==> src/core/acr_pkg.sv <==
// shared constants for the converter configuration register block
package acr_pkg;
  // ---------------------------------------------------------------
  // register offsets
  // ---------------------------------------------------------------
  localparam logic [15:0] ADDR_PORT_CFG = 16'h0000;
  localparam logic [15:0] ADDR_PART_ID = 16'h0001;
  localparam logic [15:0] ADDR_SPEED = 16'h0002;
  localparam logic [15:0] ADDR_CH_INDEX = 16'h0005;
  localparam logic [15:0] ADDR_POWER = 16'h0008;
  localparam logic [15:0] ADDR_CLK_STAB = 16'h0009;
  localparam logic [15:0] ADDR_CLK_DIV = 16'h000B;
  localparam logic [15:0] ADDR_LOCAL = 16'h0010;
  localparam logic [15:0] ADDR_XFER = 16'h00FF;
  // ---------------------------------------------------------------
  // reset values and fields
  // ---------------------------------------------------------------
  localparam logic [7:0] RST_PORT_CFG = 8'h18;
  localparam logic [7:0] RST_CH_INDEX = 8'h33;
  localparam logic [7:0] RST_ZERO = 8'h00;
  localparam logic [7:0] CH_INDEX_MASK = 8'h33;
  localparam int SOFT_RESET_BIT = 5;
  localparam int LSB_FIRST_BIT = 6;
  localparam int CH_A_BIT = 0;
  localparam int CH_B_BIT = 1;
  localparam int NUM_COPIES = 4;
  // identity value is arbitrary, not that of any real part
  localparam logic [7:0] PART_ID_VALUE = 8'h5A;
  // speed grade value is arbitrary
  localparam logic [7:0] SPEED_GRADE_VALUE = 8'h10;
  // ---------------------------------------------------------------
  // serial framing and power modes
  // ---------------------------------------------------------------
  localparam int INSTR_BITS = 16;
  localparam int WORD_BITS = 8;
  typedef enum logic [1:0] {
    ACR_INSTR = 2'b00,
    ACR_WDATA = 2'b01,
    ACR_RDATA = 2'b11
  } acr_phase_t;
  typedef enum logic [1:0] {
    ACR_PWR_RUN = 2'b00,
    ACR_PWR_DOWN = 2'b01,
    ACR_PWR_STBY = 2'b10,
    ACR_PWR_RESET = 2'b11
  } acr_power_t;
endpackage : acr_pkg

==> src/core/acr_clock_divider.sv <==
// divider making a one-cycle enable from the system clock
`timescale 1ns/10ps
module acr_clock_divider (
  input wire logic sys_clk, // system clock
  input wire logic resetn, // synchronous reset, active low
  input wire logic [2:0] ratio, // divide by ratio plus one
  output logic clk_en // one-cycle enable at divided rate
);
  import acr_pkg::*;
  logic [2:0] count;

  always_ff @(posedge sys_clk) begin
    if (!resetn) begin
      count <= 3'h0;
      clk_en <= 1'b0;
    end else if (count >= ratio) begin
      count <= 3'h0;
      clk_en <= 1'b1;
    end else begin
      count <= count + 3'h1;
      clk_en <= 1'b0;
    end
  end
endmodule : acr_clock_divider

==> src/core/acr_config_regs.sv <==
// serial-port configuration registers of a dual-channel converter
`timescale 1ns/10ps
module acr_config_regs (
  input wire logic sys_clk, // system clock, 25 MHz
  input wire logic resetn, // synchronous reset, active low
  input wire logic port_select_n, // serial frame select, active low
  input wire logic serial_clk, // serial clock, sampled as data
  input wire logic sdio_in, // shared data pin input
  output logic sdio_out, // shared data pin output
  output logic sdio_oe, // shared data pin drive enable
  output acr_pkg::acr_power_t power_mode, // global power mode
  output logic stabiliser_on, // duty-cycle stabiliser enable
  output logic div_enable, // divided sample clock enable
  output logic override_go, // transfer override pulse
  output logic [acr_pkg::NUM_COPIES-1:0] local_sel // index bits for copies
);
  import acr_pkg::*;
  // ---------------------------------------------------------------
  // registers
  // ---------------------------------------------------------------
  logic [7:0] port_cfg;
  logic [7:0] ch_index;
  logic [7:0] power_reg;
  logic [7:0] clk_stab;
  logic [7:0] clk_div;
  logic [7:0] xfer;
  // one local register per copy: bits 0..3 = A, B, frame, data clock
  logic [7:0] local_scratch [NUM_COPIES];
  logic [3:0] copy_sel;
  logic soft_reset;
  logic clk_div_en;

  // ---------------------------------------------------------------
  // serial frame engine
  // ---------------------------------------------------------------
  acr_phase_t phase;
  logic sclk_q;
  logic [4:0] bit_cnt;
  logic [15:0] instr;
  logic [7:0] shift_in;
  logic [7:0] shift_out;
  logic [15:0] cur_addr;
  logic rise;
  logic fall;
  logic wr_strobe;
  logic [7:0] wr_data;
  logic [7:0] rd_data;
  logic lsb_first;
  logic [7:0] in_byte;
  logic [7:0] in_byte_rev;

  assign rise = serial_clk & ~sclk_q;
  assign fall = ~serial_clk & sclk_q;
  assign lsb_first = port_cfg[LSB_FIRST_BIT];
  assign in_byte = {shift_in[6:0], sdio_in};
  assign in_byte_rev = {<<{in_byte}};
  assign copy_sel = {ch_index[5], ch_index[4], ch_index[1], ch_index[0]};

  always_ff @(posedge sys_clk) begin
    if (!resetn) begin
      sclk_q <= 1'b0;
    end else begin
      sclk_q <= serial_clk;
    end
  end

  // 16-bit instruction then 8-bit words, address autoincrements
  always_ff @(posedge sys_clk) begin
    if (!resetn || port_select_n) begin
      phase <= ACR_INSTR;
      bit_cnt <= 5'h00;
      instr <= 16'h0000;
      shift_in <= 8'h00;
      cur_addr <= 16'h0000;
      wr_strobe <= 1'b0;
      wr_data <= 8'h00;
    end else begin
      wr_strobe <= 1'b0;
      if (rise) begin
        case (phase)
          ACR_INSTR: begin
            instr <= {instr[14:0], sdio_in};
            if (bit_cnt == 5'(INSTR_BITS - 1)) begin
              bit_cnt <= 5'h00;
              cur_addr <= {3'h0, instr[11:0], sdio_in};
              phase <= instr[14] ? ACR_RDATA : ACR_WDATA;
            end else begin
              bit_cnt <= bit_cnt + 5'h01;
            end
          end
          ACR_WDATA: begin
            shift_in <= in_byte;
            if (bit_cnt == 5'(WORD_BITS - 1)) begin
              bit_cnt <= 5'h00;
              wr_strobe <= 1'b1;
              wr_data <= lsb_first ? in_byte_rev : in_byte;
            end else begin
              bit_cnt <= bit_cnt + 5'h01;
            end
          end
          ACR_RDATA: begin
            if (bit_cnt == 5'(WORD_BITS - 1)) begin
              bit_cnt <= 5'h00;
              cur_addr <= cur_addr + 16'h0001;
            end else begin
              bit_cnt <= bit_cnt + 5'h01;
            end
          end
          default: phase <= ACR_INSTR;
        endcase
      end else if (wr_strobe) begin
        cur_addr <= cur_addr + 16'h0001;
      end
    end
  end

  // read data path; multi-select reads give the lowest selected copy, channel A first
  always_comb begin
    case (cur_addr)
      ADDR_PORT_CFG: rd_data = port_cfg;
      ADDR_PART_ID: rd_data = PART_ID_VALUE;
      ADDR_SPEED: rd_data = SPEED_GRADE_VALUE;
      ADDR_CH_INDEX: rd_data = ch_index;
      ADDR_POWER: rd_data = power_reg;
      ADDR_CLK_STAB: rd_data = clk_stab;
      ADDR_CLK_DIV: rd_data = clk_div;
      ADDR_XFER: rd_data = xfer;
      ADDR_LOCAL: rd_data = ch_index[CH_A_BIT] ? local_scratch[0]
                : ch_index[CH_B_BIT] ? local_scratch[1]
                : ch_index[4] ? local_scratch[2] : local_scratch[3];
      default: rd_data = 8'h00;
    endcase
  end

  // output shifter drives the shared pin only during read words
  always_ff @(posedge sys_clk) begin
    if (!resetn || port_select_n) begin
      shift_out <= 8'h00;
      sdio_out <= 1'b0;
      sdio_oe <= 1'b0;
    end else if (phase == ACR_RDATA) begin
      sdio_oe <= 1'b1;
      if (fall) begin
        if (bit_cnt == 5'h00) begin
          sdio_out <= lsb_first ? rd_data[0] : rd_data[7];
          shift_out <= lsb_first ? {1'b0, rd_data[7:1]}
                                 : {rd_data[6:0], 1'b0};
        end else begin
          sdio_out <= lsb_first ? shift_out[0] : shift_out[7];
          shift_out <= lsb_first ? {1'b0, shift_out[7:1]}
                                 : {shift_out[6:0], 1'b0};
        end
      end
    end else begin
      sdio_oe <= 1'b0;
    end
  end

  // ---------------------------------------------------------------
  // register writes
  // ---------------------------------------------------------------
  assign soft_reset = port_cfg[SOFT_RESET_BIT];

  // soft reset lasts one cycle, then the bit clears itself
  always_ff @(posedge sys_clk) begin
    if (!resetn || soft_reset) begin
      port_cfg <= RST_PORT_CFG;
      ch_index <= RST_CH_INDEX;
      power_reg <= RST_ZERO;
      clk_stab <= RST_ZERO;
      clk_div <= RST_ZERO;
      xfer <= RST_ZERO;
    end else if (wr_strobe) begin
      case (cur_addr)
        ADDR_PORT_CFG: begin
          // either nibble written high sets the pair; fixed bits kept
          port_cfg <= {1'b0, wr_data[6] | wr_data[1],
                       wr_data[5] | wr_data[2], 2'b11,
                       wr_data[5] | wr_data[2],
                       wr_data[6] | wr_data[1], 1'b0};
        end
        ADDR_CH_INDEX: ch_index <= wr_data & CH_INDEX_MASK;
        ADDR_POWER: power_reg <= {6'h00, wr_data[1:0]};
        ADDR_CLK_STAB: clk_stab <= {7'h00, wr_data[0]};
        ADDR_CLK_DIV: clk_div <= {5'h00, wr_data[2:0]};
        ADDR_XFER: xfer <= {7'h00, wr_data[0]};
        default: ;
      endcase
    end else if (xfer[0]) begin
      xfer <= RST_ZERO; // override taken, bit clears
    end
  end

  // local copies written only where the index bit is set
  generate
    for (genvar i = 0; i < NUM_COPIES; i++) begin : g_local
      always_ff @(posedge sys_clk) begin
        if (!resetn || soft_reset) begin
          local_scratch[i] <= RST_ZERO;
        end else if (wr_strobe && cur_addr == ADDR_LOCAL && copy_sel[i]) begin
          local_scratch[i] <= wr_data;
        end
      end
    end
  endgenerate

  // ---------------------------------------------------------------
  // outputs
  // ---------------------------------------------------------------
  acr_clock_divider u_div (
    .sys_clk(sys_clk),
    .resetn(resetn),
    .ratio(clk_div[2:0]),
    .clk_en(clk_div_en)
  );

  always_ff @(posedge sys_clk) begin
    if (!resetn) begin
      power_mode <= ACR_PWR_RUN;
      stabiliser_on <= 1'b0;
      div_enable <= 1'b0;
      override_go <= 1'b0;
      local_sel <= 4'hF;
    end else begin
      power_mode <= acr_power_t'(power_reg[1:0]);
      stabiliser_on <= clk_stab[0];
      div_enable <= clk_div_en;
      override_go <= xfer[0];
      local_sel <= copy_sel;
    end
  end

  // ---------------------------------------------------------------
  // checks
  // ---------------------------------------------------------------
  property p_soft_reset_clears;
    @(posedge sys_clk) disable iff (!resetn)
    soft_reset |=> (port_cfg == RST_PORT_CFG && ch_index == RST_CH_INDEX);
  endproperty
  a_soft_reset_clears: assert property (p_soft_reset_clears)
    else $error("soft reset did not restore defaults");
  property p_fixed_bits;
    @(posedge sys_clk) disable iff (!resetn)
    port_cfg[0] == 1'b0 && port_cfg[7] == 1'b0 && port_cfg[4:3] == 2'b11;
  endproperty
  a_fixed_bits: assert property (p_fixed_bits)
    else $error("port configuration fixed bits wrong");
  property p_mirror;
    @(posedge sys_clk) disable iff (!resetn)
    port_cfg[6] == port_cfg[1] && port_cfg[5] == port_cfg[2];
  endproperty
  a_mirror: assert property (p_mirror)
    else $error("port configuration nibbles not mirrored");
  property p_stab_follows;
    @(posedge sys_clk) disable iff (!resetn)
    (wr_strobe && cur_addr == ADDR_CLK_STAB && !soft_reset)
      |=> ##1 stabiliser_on == $past(wr_data[0], 2);
  endproperty
  a_stab_follows: assert property (p_stab_follows)
    else $error("stabiliser output did not follow write");
  property p_read_channel_a;
    @(posedge sys_clk) disable iff (!resetn)
    (cur_addr == ADDR_LOCAL && ch_index[CH_A_BIT])
      |-> rd_data == local_scratch[0];
  endproperty
  a_read_channel_a: assert property (p_read_channel_a)
    else $error("multi-select read did not return channel A");
  property p_oe_only_read;
    @(posedge sys_clk) disable iff (!resetn)
    sdio_oe |-> $past(phase) == ACR_RDATA;
  endproperty
  a_oe_only_read: assert property (p_oe_only_read)
    else $error("data pin driven outside a read");
  property p_power_follows;
    @(posedge sys_clk) disable iff (!resetn)
    ##1 power_mode == acr_power_t'($past(power_reg[1:0]));
  endproperty
  a_power_follows: assert property (p_power_follows)
    else $error("power mode output stale");
  property p_index_mask;
    @(posedge sys_clk) disable iff (!resetn)
    (ch_index & ~CH_INDEX_MASK) == 8'h00;
  endproperty
  a_index_mask: assert property (p_index_mask)
    else $error("channel index holds open bits");
endmodule : acr_config_regs

==> config.mk <==
export PLATFORM = sky130hd
export DESIGN_NAME = acr_config_regs
export DESIGN_NICKNAME = d
export VERILOG_FILES = /design/src/core/acr_pkg.sv /design/src/core/acr_clock_divider.sv /design/src/core/acr_config_regs.sv
export SDC_FILE = /design/constraint.sdc
export NUM_CORES = 1
export LEC_CHECK = 0
export ABC_CLOCK_PERIOD_IN_PS = 2590
export BUFFER_PORTS_ARGS = -buffer_cell sky130_fd_sc_hd__buf_4
export CAP_MARGIN = 20
export CORE_UTILIZATION = 61
export DETAILED_ROUTE_END_ITERATION = 8
export GPL_ROUTABILITY_DRIVEN = 0
export GPL_TIMING_DRIVEN = 0
export PLACE_DENSITY = 0.78
export SLEW_MARGIN = 20
export SYNTH_ARGS = -nofsm -noshare
export SYNTH_HDL_FRONTEND = slang
export SYNTH_SLANG_ARGS = --single-unit
==> constraint.sdc <==
create_clock -name sys_clk -period 2.59 [get_ports sys_clk]
set_input_delay 0.6475 -clock sys_clk [delete_from_list [all_inputs] [get_ports sys_clk]]
set_output_delay 0.6475 -clock sys_clk [all_outputs]
set_load 0.01 [all_outputs]
# == Word-level counts from Yosys, hierarchy flattened ==
# Memory sizes are Yosys's and may differ from the RTL's.
# Cells that the tools add are included.
# word_totals
output_inout_bits,11
n_memories,1
reg_bits,100
elab_cells,137
ram_bits,32
# op_classes
muxes,46
eq_ne,17
n_bitwise,14
magnitude_cmp,1
n_reduce_logical,30
addsub,3
# mem_list
name,depth,word_bits,read_ports,rd_clocked_by_memory_dff,wr,line,source
local_scratch,4,8,4,0,4,acr_config_regs.sv:28,logic [7:0] local_scratch [NUM_COPIES];
# ops
cell,count
two-way mux 8 bit,14
case mux 8 bit (9 select lines),1
two-way mux 16 bit,4
equality test 16 x 4 -> 1 bit (second input constant),3
case mux 16 bit (2 select lines),1
two-way mux 1 bit,20
AND reduction 2 bit,10
adder 16 x 1 -> 16 bit (second input constant),1
equality test 16 x 1 -> 1 bit (second input constant),1
equality test 16 x 2 -> 1 bit (second input constant),1
equality test 16 x 3 -> 1 bit (second input constant),1
equality test 16 x 5 -> 1 bit (second input constant),1
equality test 16 x 8 -> 1 bit (second input constant),1
logical NOT 16 bit,1
two-way mux 5 bit,2
case mux 5 bit (2 select lines),1
!= test 3 bit (second input constant),2
NOT 1 bit,6
OR 1 bit,6
AND reduction 3 bit,2
nonzero test 2 bit,3
adder 5 x 1 -> 5 bit (second input constant),1
equality test 5 x 3 -> 1 bit (second input constant),1
equality test 5 x 4 -> 1 bit (second input constant),1
other kinds (18),26

# == Longest topological paths before layout ==
# Gate-level depths: netlist (run 1).
# logic_depth
depth_word,7
mapped_depth,10

# == Modules after synthesis ==
# A second synthesis (run 1) with hierarchy kept.
# unflattened
hier_cells,655
hier_area_um2,6050.8
# modules_own_cells
module,area_each_um2,n_inst,cells_per_inst
acr_config_regs,5835.6,1,633
acr_clock_divider,215.2,1,22

# == Worst setup path before layout (run 1) ==
# OpenSTA, ideal clock, no wires.
# synth_path
kind,register -> register
start,register cur_addr[8]
end,"memory local_scratch[2][0], enable pin"
setup_time_ns,0.326
n_path_buf,2
t_arrival_ns,1.838
slack_ns,0.426
path_stages_with_launch,7
required_ns,2.264
path_cell_list,dfxtp_1 > buf_6 > or4_4 > nor4_4 > and2_2 > clkbuf_2 > a21o_1
# synth_lines
element,line,source
from (decl),acr_config_regs.sv:42,logic [15:0] cur_addr;
from (signal assigned),acr_config_regs.sv:85,"cur_addr <= {3'h0, instr[11:0], sdio_in};"
from (signal assigned),acr_config_regs.sv:104,cur_addr <= cur_addr + 16'h0001;
from (signal assigned),acr_config_regs.sv:112,cur_addr <= cur_addr + 16'h0001;
to (decl),acr_config_regs.sv:28,

# == Worst setup path after layout (run 1) ==
# layout_path
start,register bit_cnt[0]
end,register cur_addr[1]
# layout_via
elab_chain_len,3
elab_cells_between_ends,5
classes_between,eq/ne: 4; reduce/logical: 1
# layout_lines
element,line,source
from (decl),acr_config_regs.sv:38,logic [4:0] bit_cnt;
from (signal assigned),acr_config_regs.sv:88,bit_cnt <= bit_cnt + 5'h01;
from (signal assigned),acr_config_regs.sv:98,bit_cnt <= bit_cnt + 5'h01;
from (signal assigned),acr_config_regs.sv:106,bit_cnt <= bit_cnt + 5'h01;
equality test 5 x 3 -> 1 bit / equality test 5 x 4 -> 1 bit (equally long branches),"acr_config_regs.sv:102, acr_config_regs.sv:83",
!= test 3 bit (no source line),-,
AND reduction 4 bit (no source line) *,-,
# Mark *: on every way between the ends. The rest lies on a longest branch, timed or not.
# A chain may end at the register's enable or synchronous reset.

==> flow_summary.yaml, run 1 <==
floorplan:
  fp-row-count: 35
  io_pins: 16
  die_w_um: 100
  initial_utilization_pct: 63.4
  core_mm2: 0.00933
  dieArea_mm2: 0.0101
  die_h_um: 100
sta:
  setup_viol: 0
  drv_slew: 0
  timing_hold_violations_final: 0
  clock.fmax_ghz: 0.404
  finalCritPeriodShare_pct: 95.5
  tightest_slew_ns: 0.831
  min_period_ns: 2.47
  relSlewSlack_pct: 44.6
  clock_skew_ns: 0.00854
cells_and_area:
  largest_reg_flops: 32
  area_growth_pct: 14.0
  design_area_mm2: 0.00674
  top_regs: "local_scratch x32, cur_addr x16, instr x15"
  regMostFlops: "local_scratch"
  diodes: 0
  nets: 672
  register_area_mm2: 0.00278
  drive_gt1_share_pct: 10.9
  final_cells: 797
  fillers: 705
  multi_input_area_mm2: 0.00291
worst_setup_path:
  start_kind: "flip-flop"
  path_common_cell: "ha_1"
  path_cells: "ha_1, nand3_1, inv_1, ha_1, nor3b_1, a311o_1, nand2_1, clkbuf_2, a222oi_1, nor2_1"
  worstPathRequired_ns: 2.98
  critPathBufInv: 2
  arrival_ns: 2.86
  critPathMaxFanout: 10
  cp_top_family: "simple AND/OR/NAND/NOR gates"
  slowest_stage: "dfxtp_1"
  end_kind: "flip-flop"
  critPathMaxStageDelay_ns: 0.37
  crit_type: "flip-flop to flip-flop"
status:
  outcome: "finished clean"
grt:
  grtUsageTotal_pct: 29.3
  grt_pass1_vias: 4579
  grt_first_pass_wirelength_um: 22700
  grt_max_degree: 17
  grt.overflow.total: 0
  antenna_found_initial: 0
logic_synthesis:
  yosysSeqAreaShare_pct: 47.1
  syn_avg_cell_area_um2: 9.51
  yosys_warnings: 0
  yosys-top-cells-area: "dfxtp_1, edfxtp_1, mux2i_1"
  ys.flop_type: "dfxtp_1"
  syn_nets: 639
  synth_edf_count: 32
  netlist-cell-type-count: 66
  yosys.area.top_type_share_pct: 30.8
  syn_inst: 622
  post-synth-top-area-cell: "dfxtp_1"
  syn-cell-area_mm2: 0.00591
  ys_async_sr_fraction_pct: 0
  synth.most_common_cell: "dfxtp_1"
  synth.ff_latch_count: 123
  synth_common_cells: "dfxtp_1, nand2_1, nor2_1"
route:
  post-route-drc-count: 0
  routedWlPerCell_um: 17.4
  drtIter0Drc: 524
  detail_route.vias_per_cell: 6.16
  vias: 4909
  wl_um: 13800
  drtAntennaViolNets: 0
  first_pass_iters: 5
cts:
  cts_num_sinks: 123
  cts_tree: "built"
  root_buffer: "clkbuf_8"
  clk_pin_slew_ns: 0.06
  insertion_delay_ns: 0.52
  cts_buffer_depth: 2
  postCtsSetupBuffers: 0
  numCtsBuffers: 17
  cts_hold_buf: 0
  htree_levels: 4
  cts.repair.resized: 0
placed_design:
  dp_hpwl_um: 9580
  io_buffer_count: 15
  placedCellCount: 766
  dpl_cell_area_mm2: 0.00619
power:
  power.density_mw_per_mm2: 646
  p_leak_nw: 2.40
  max-vdd-ir-drop_mv: 0.458
  finalPower_mw: 4.35
job:
  maxCapViolations: 0
hold_path:
  hp-class: "primary input to flip-flop"
==> metal layers <==
| layer | track usage (%) | part of all wire, % | wire [um] | vias up |
|---|---|---|---|---|
| met5 | 0 | 0 | 0 | - |
| met3 | 6.45 | 6.9 | 953 | 32 |
| met4 | 11.9 | 2.5 | 344 | 0 |
| met1 | 39.3 | 44 | 6100 | 2339 |
| li1 | - | - | - | 2328 |
| met2 | 46.2 | 46 | 6430 | 210 |
==> report_power, final <==
group / switching, mW / internal, mW
registers: 0.0116 / 2.00
logic: 0.0960 / 0.0396
clock network: 0.852 / 1.35
total: 0.960 / 3.39
==> stage by stage <==
stage | utilization [%] | TNS [ns] | setup WS [ns] | hold WS, ns
CTS | 72.2 | 0 | 0.0533 | 0.375
finish | 72.3 | 0 | 0.116 | 0.376
detailed placement | 66.3 | 0 | 0.104 | 0.432
floorplan | - | 0 | 0.426 | 0.412
global route | 72.3 | -0.00697 | -0.00697 | 0.386
global placement | 66.3 | 0 | 0.152 | 0.423
==> worst register-to-register path, stage by stage, from the launching register on <==
cell	delay, ns
dfxtp_1	0.37
ha_1	0.22
nand3_1	0.11
inv_1	0.08
ha_1	0.22
nor3b_1	0.24
a311o_1	0.23
nand2_1	0.23
clkbuf_2	0.26
a222oi_1	0.32
nor2_1	0.08
==> placed cells by master, fill, tap and decap left out, types with 6 or more instances in the layout <==
cell type  instances
nand2_1           62
buf_4             16
and2_1            41
ha_1              12
nand3_1           15
nor2_1            47
clkbuf_1          31
clkbuf_16         16
edfxtp_1          32
nor2b_1            8
a21oi_1           45
o21ai_0           21
nor3_1            10
and3_1            12
a211oi_1          15
nand4_1            9
mux2i_1           42
o2111ai_1          6
dfxtp_1           91
inv_1             12
nand2b_1          15
==> logic make-up (layout without fill, tap and decap cells) <==
family / Yosys count / count (layout) / synth area share, %
AND/OR/NAND/NOR: 252 / 252 / 23.5
AO/OA/AOI/OAI: 132 / 132 / 14.9
flip-flops: 123 / 123 / 47.1
buffers and inverters: 55 / 101 / 3.91
multiplexers: 44 / 44 / 7.49
adder cells (fa/ha/maj): 12 / 12 / 2.54
XOR/XNOR: 4 / 4 / 0.593
==> cell type report <==
class / count / share of cell area [%]
multi-input combinational: 444 / 43.1
buffer: 42 / 2.75
clock inverter: 13 / 1.89
tap: 129 / 2.39
clock buffer: 19 / 6.25
inverter: 12 / 0.668
sequential: 123 / 41.3
timing repair buffer: 15 / 1.67
==> path summary, 6_finish.rpt <==
check                from  cells past startpoint           end  slack, ns
max            bit_cnt[0]                     10   cur_addr[1]       0.12
min                resetn                      2  local_sel[1]       0.38
max reg2reg    bit_cnt[0]                     10   cur_addr[1]       0.12
min reg2reg  u_div.clk_en                      1    div_enable       0.44
Power figures use the tool's default switching activity.
==> run 2, diff against run 1 <==
--- a/config.mk
+++ b/config.mk
@@ -13,6 +13,7 @@
 export GPL_ROUTABILITY_DRIVEN = 0
 export GPL_TIMING_DRIVEN = 0
 export PLACE_DENSITY = 0.78
+export RECOVER_POWER = 100
 export SLEW_MARGIN = 20
 export SYNTH_ARGS = -nofsm -noshare
 export SYNTH_HDL_FRONTEND = slang
==> run 2 against run 1 <==
Effect of this change:
- count of clock-buffer cells in the layout unchanged
- sequential power hardly changed
- via count grew 0.14%
- wire length down 0.25%
- clock power about the same
- sequential cell count unchanged
- critical path depth shrank 1
- first-iteration DRC count fell by 9.9%
- global-route usage is the same
- critical path type unchanged
==> flow_summary.yaml, run 2 (synthesis gave the netlist of run 1 again) <==
status:
  outcome: "finished clean"
cells_and_area:
  multi_input_area_mm2: 0.00291
  final_cell_mix: "dfxtp_1, nand2_1, clkbuf_1, nor2_1, a21oi_1"
  final_cells: 797
  nets: 672
  final_common_cell: "dfxtp_1"
  register_area_mm2: 0.00278
  area_growth_pct: 13.2
  drive_gt1_share_pct: 8.53
  diodes: 0
  top_regs: "local_scratch x32, cur_addr x16, instr x15"
  regMostFlops: "local_scratch"
  largest_reg_flops: 32
  fillers: 720
grt:
  grt_pass1_vias: 4579
  grt.overflow.total: 0
  grt_max_degree: 17
  grtUsageTotal_pct: 29.3
  grt_first_pass_wirelength_um: 22700
  antenna_found_initial: 0
worst_setup_path:
  worstReg2RegStart: "bit_cnt[1]"
  start_kind: "flip-flop"
  worstPathRequired_ns: 3.04
  critical_path.startpoint: "bit_cnt[1]"
  end_kind: "flip-flop"
  crit_type: "flip-flop to flip-flop"
  critPathMaxFanout: 5
  arrival_ns: 2.93
route:
  detail_route.vias_per_cell: 6.17
  routedWlPerCell_um: 17.3
  drtAntennaViolNets: 0
  first_pass_iters: 7
  drtIter0Drc: 472
  vias: 4916
  wl_um: 13800
  post-route-drc-count: 0
placed_design:
  dp_hpwl_um: 9580
  placedCellCount: 766
  io_buffer_count: 15
  pre_cts_slack_ns: 0.104
power:
  power.density_mw_per_mm2: 650
  p_leak_nw: 2.33
  max-vdd-ir-drop_mv: 0.458
floorplan:
  fp-row-count: 35
  initial_utilization_pct: 63.4
  die_w_um: 100
  dieArea_mm2: 0.0101
  die_h_um: 100
  core_mm2: 0.00933
  io_pins: 16
cts:
  insertion_delay_ns: 0.52
  root_buffer: "clkbuf_8"
  clk_pin_slew_ns: 0.06
  htree_levels: 4
  postCtsSetupBuffers: 0
  cts_tree: "built"
  cts_num_sinks: 123
  cts_buffer_depth: 2
  numCtsBuffers: 17
sta:
  min_period_ns: 2.48
  clock_skew_ns: 0.00991
  worst_slack_ns: 0.114
  setup_viol: 0
  relSlewSlack_pct: 44.1
  finalCritPeriodShare_pct: 95.6
  drv_slew: 0
  timing_hold_violations_final: 0
  clock.fmax_ghz: 0.404
  setup_tns_ns: 0
  tightest_slew_ns: 0.838
hold_path:
  hold_path.startpoint: "serial_clk"
  hp-class: "primary input to flip-flop"
job:
  maxCapViolations: 0
-- run 2: changes by cell type in the layout (fill, tap and decap cells not counted), moves of 2 or more --
cell	previous run	this run
and2_1	41	26
and2_0	0	15
clkbuf_1	31	47
buf_4	16	4
buf_1	3	1
a21o_1	4	6
a21o_2	2	0
-- run 2: metal layers --
metal	global-route usage, %	part of all wire [%]	wire length, um	up-vias
li1	-	-	-	2327
met3	6.45	8.1	1110	31
met4	11.9	2.6	365	0
met5	0	0	0	-
met1	39.3	43	5890	2330
met2	46.2	47	6430	228
-- run 2: final cells by class --
cell class / count / share of cell area, %
buffer: 42 / 2.73
inverter: 12 / 0.673
sequential: 123 / 41.6
timing repair buffer: 15 / 1.01
tap: 129 / 2.41
clock inverter: 13 / 1.91
clock buffer: 19 / 6.30
multi-input combinational: 444 / 43.4
-- run 2: worst max-delay path, cell delays in order (launching register included) --
cell and delay (ns):
dfxtp_1 0.38, ha_1 0.22, nand3_1 0.12, inv_1 0.09, ha_1 0.22, nor3b_1 0.24
a311o_1 0.23, nand3_1 0.21, or4_1 0.56, a21oi_1 0.15
-- run 2: repair_timing --
item                                    in CTS  in global routing
endpoints found under the setup margin       0                 41
hold buffers                                 0                  0
gates resized for setup                      0                  5
-- run 2: path summary, 6_finish.rpt --
kind	endpoint	slack, ns	cells after the start
hold / removal	sclk_q	0.40	2
setup reg to reg	cur_addr[15]	0.11	9
hold reg to reg	div_enable	0.44	1
setup / recovery	cur_addr[15]	0.11	9
-- run 2: report_power, final --
part / internal [mW] / switching, mW / leakage [nW]
Sequential: 2.00 / 0.0116 / 1.04
Clock: 1.35 / 0.850 / 0.262
Combinational: 0.0378 / 0.0955 / 1.03
Total: 3.39 / 0.957 / 2.33
-- run 2: per-stage QoR --
stage               power, mW  instance area [um^2]  util [%]  hold slack [ns]
floorplan                2.14                  5910         -            0.412
global placement         2.18                  6190      66.3            0.423
detailed placement       2.18                  6190      66.3            0.432
CTS                      4.36                  6740      72.2            0.375
global route             4.45                  6690      71.8            0.417
finish                   4.35                  6690      71.8            0.400
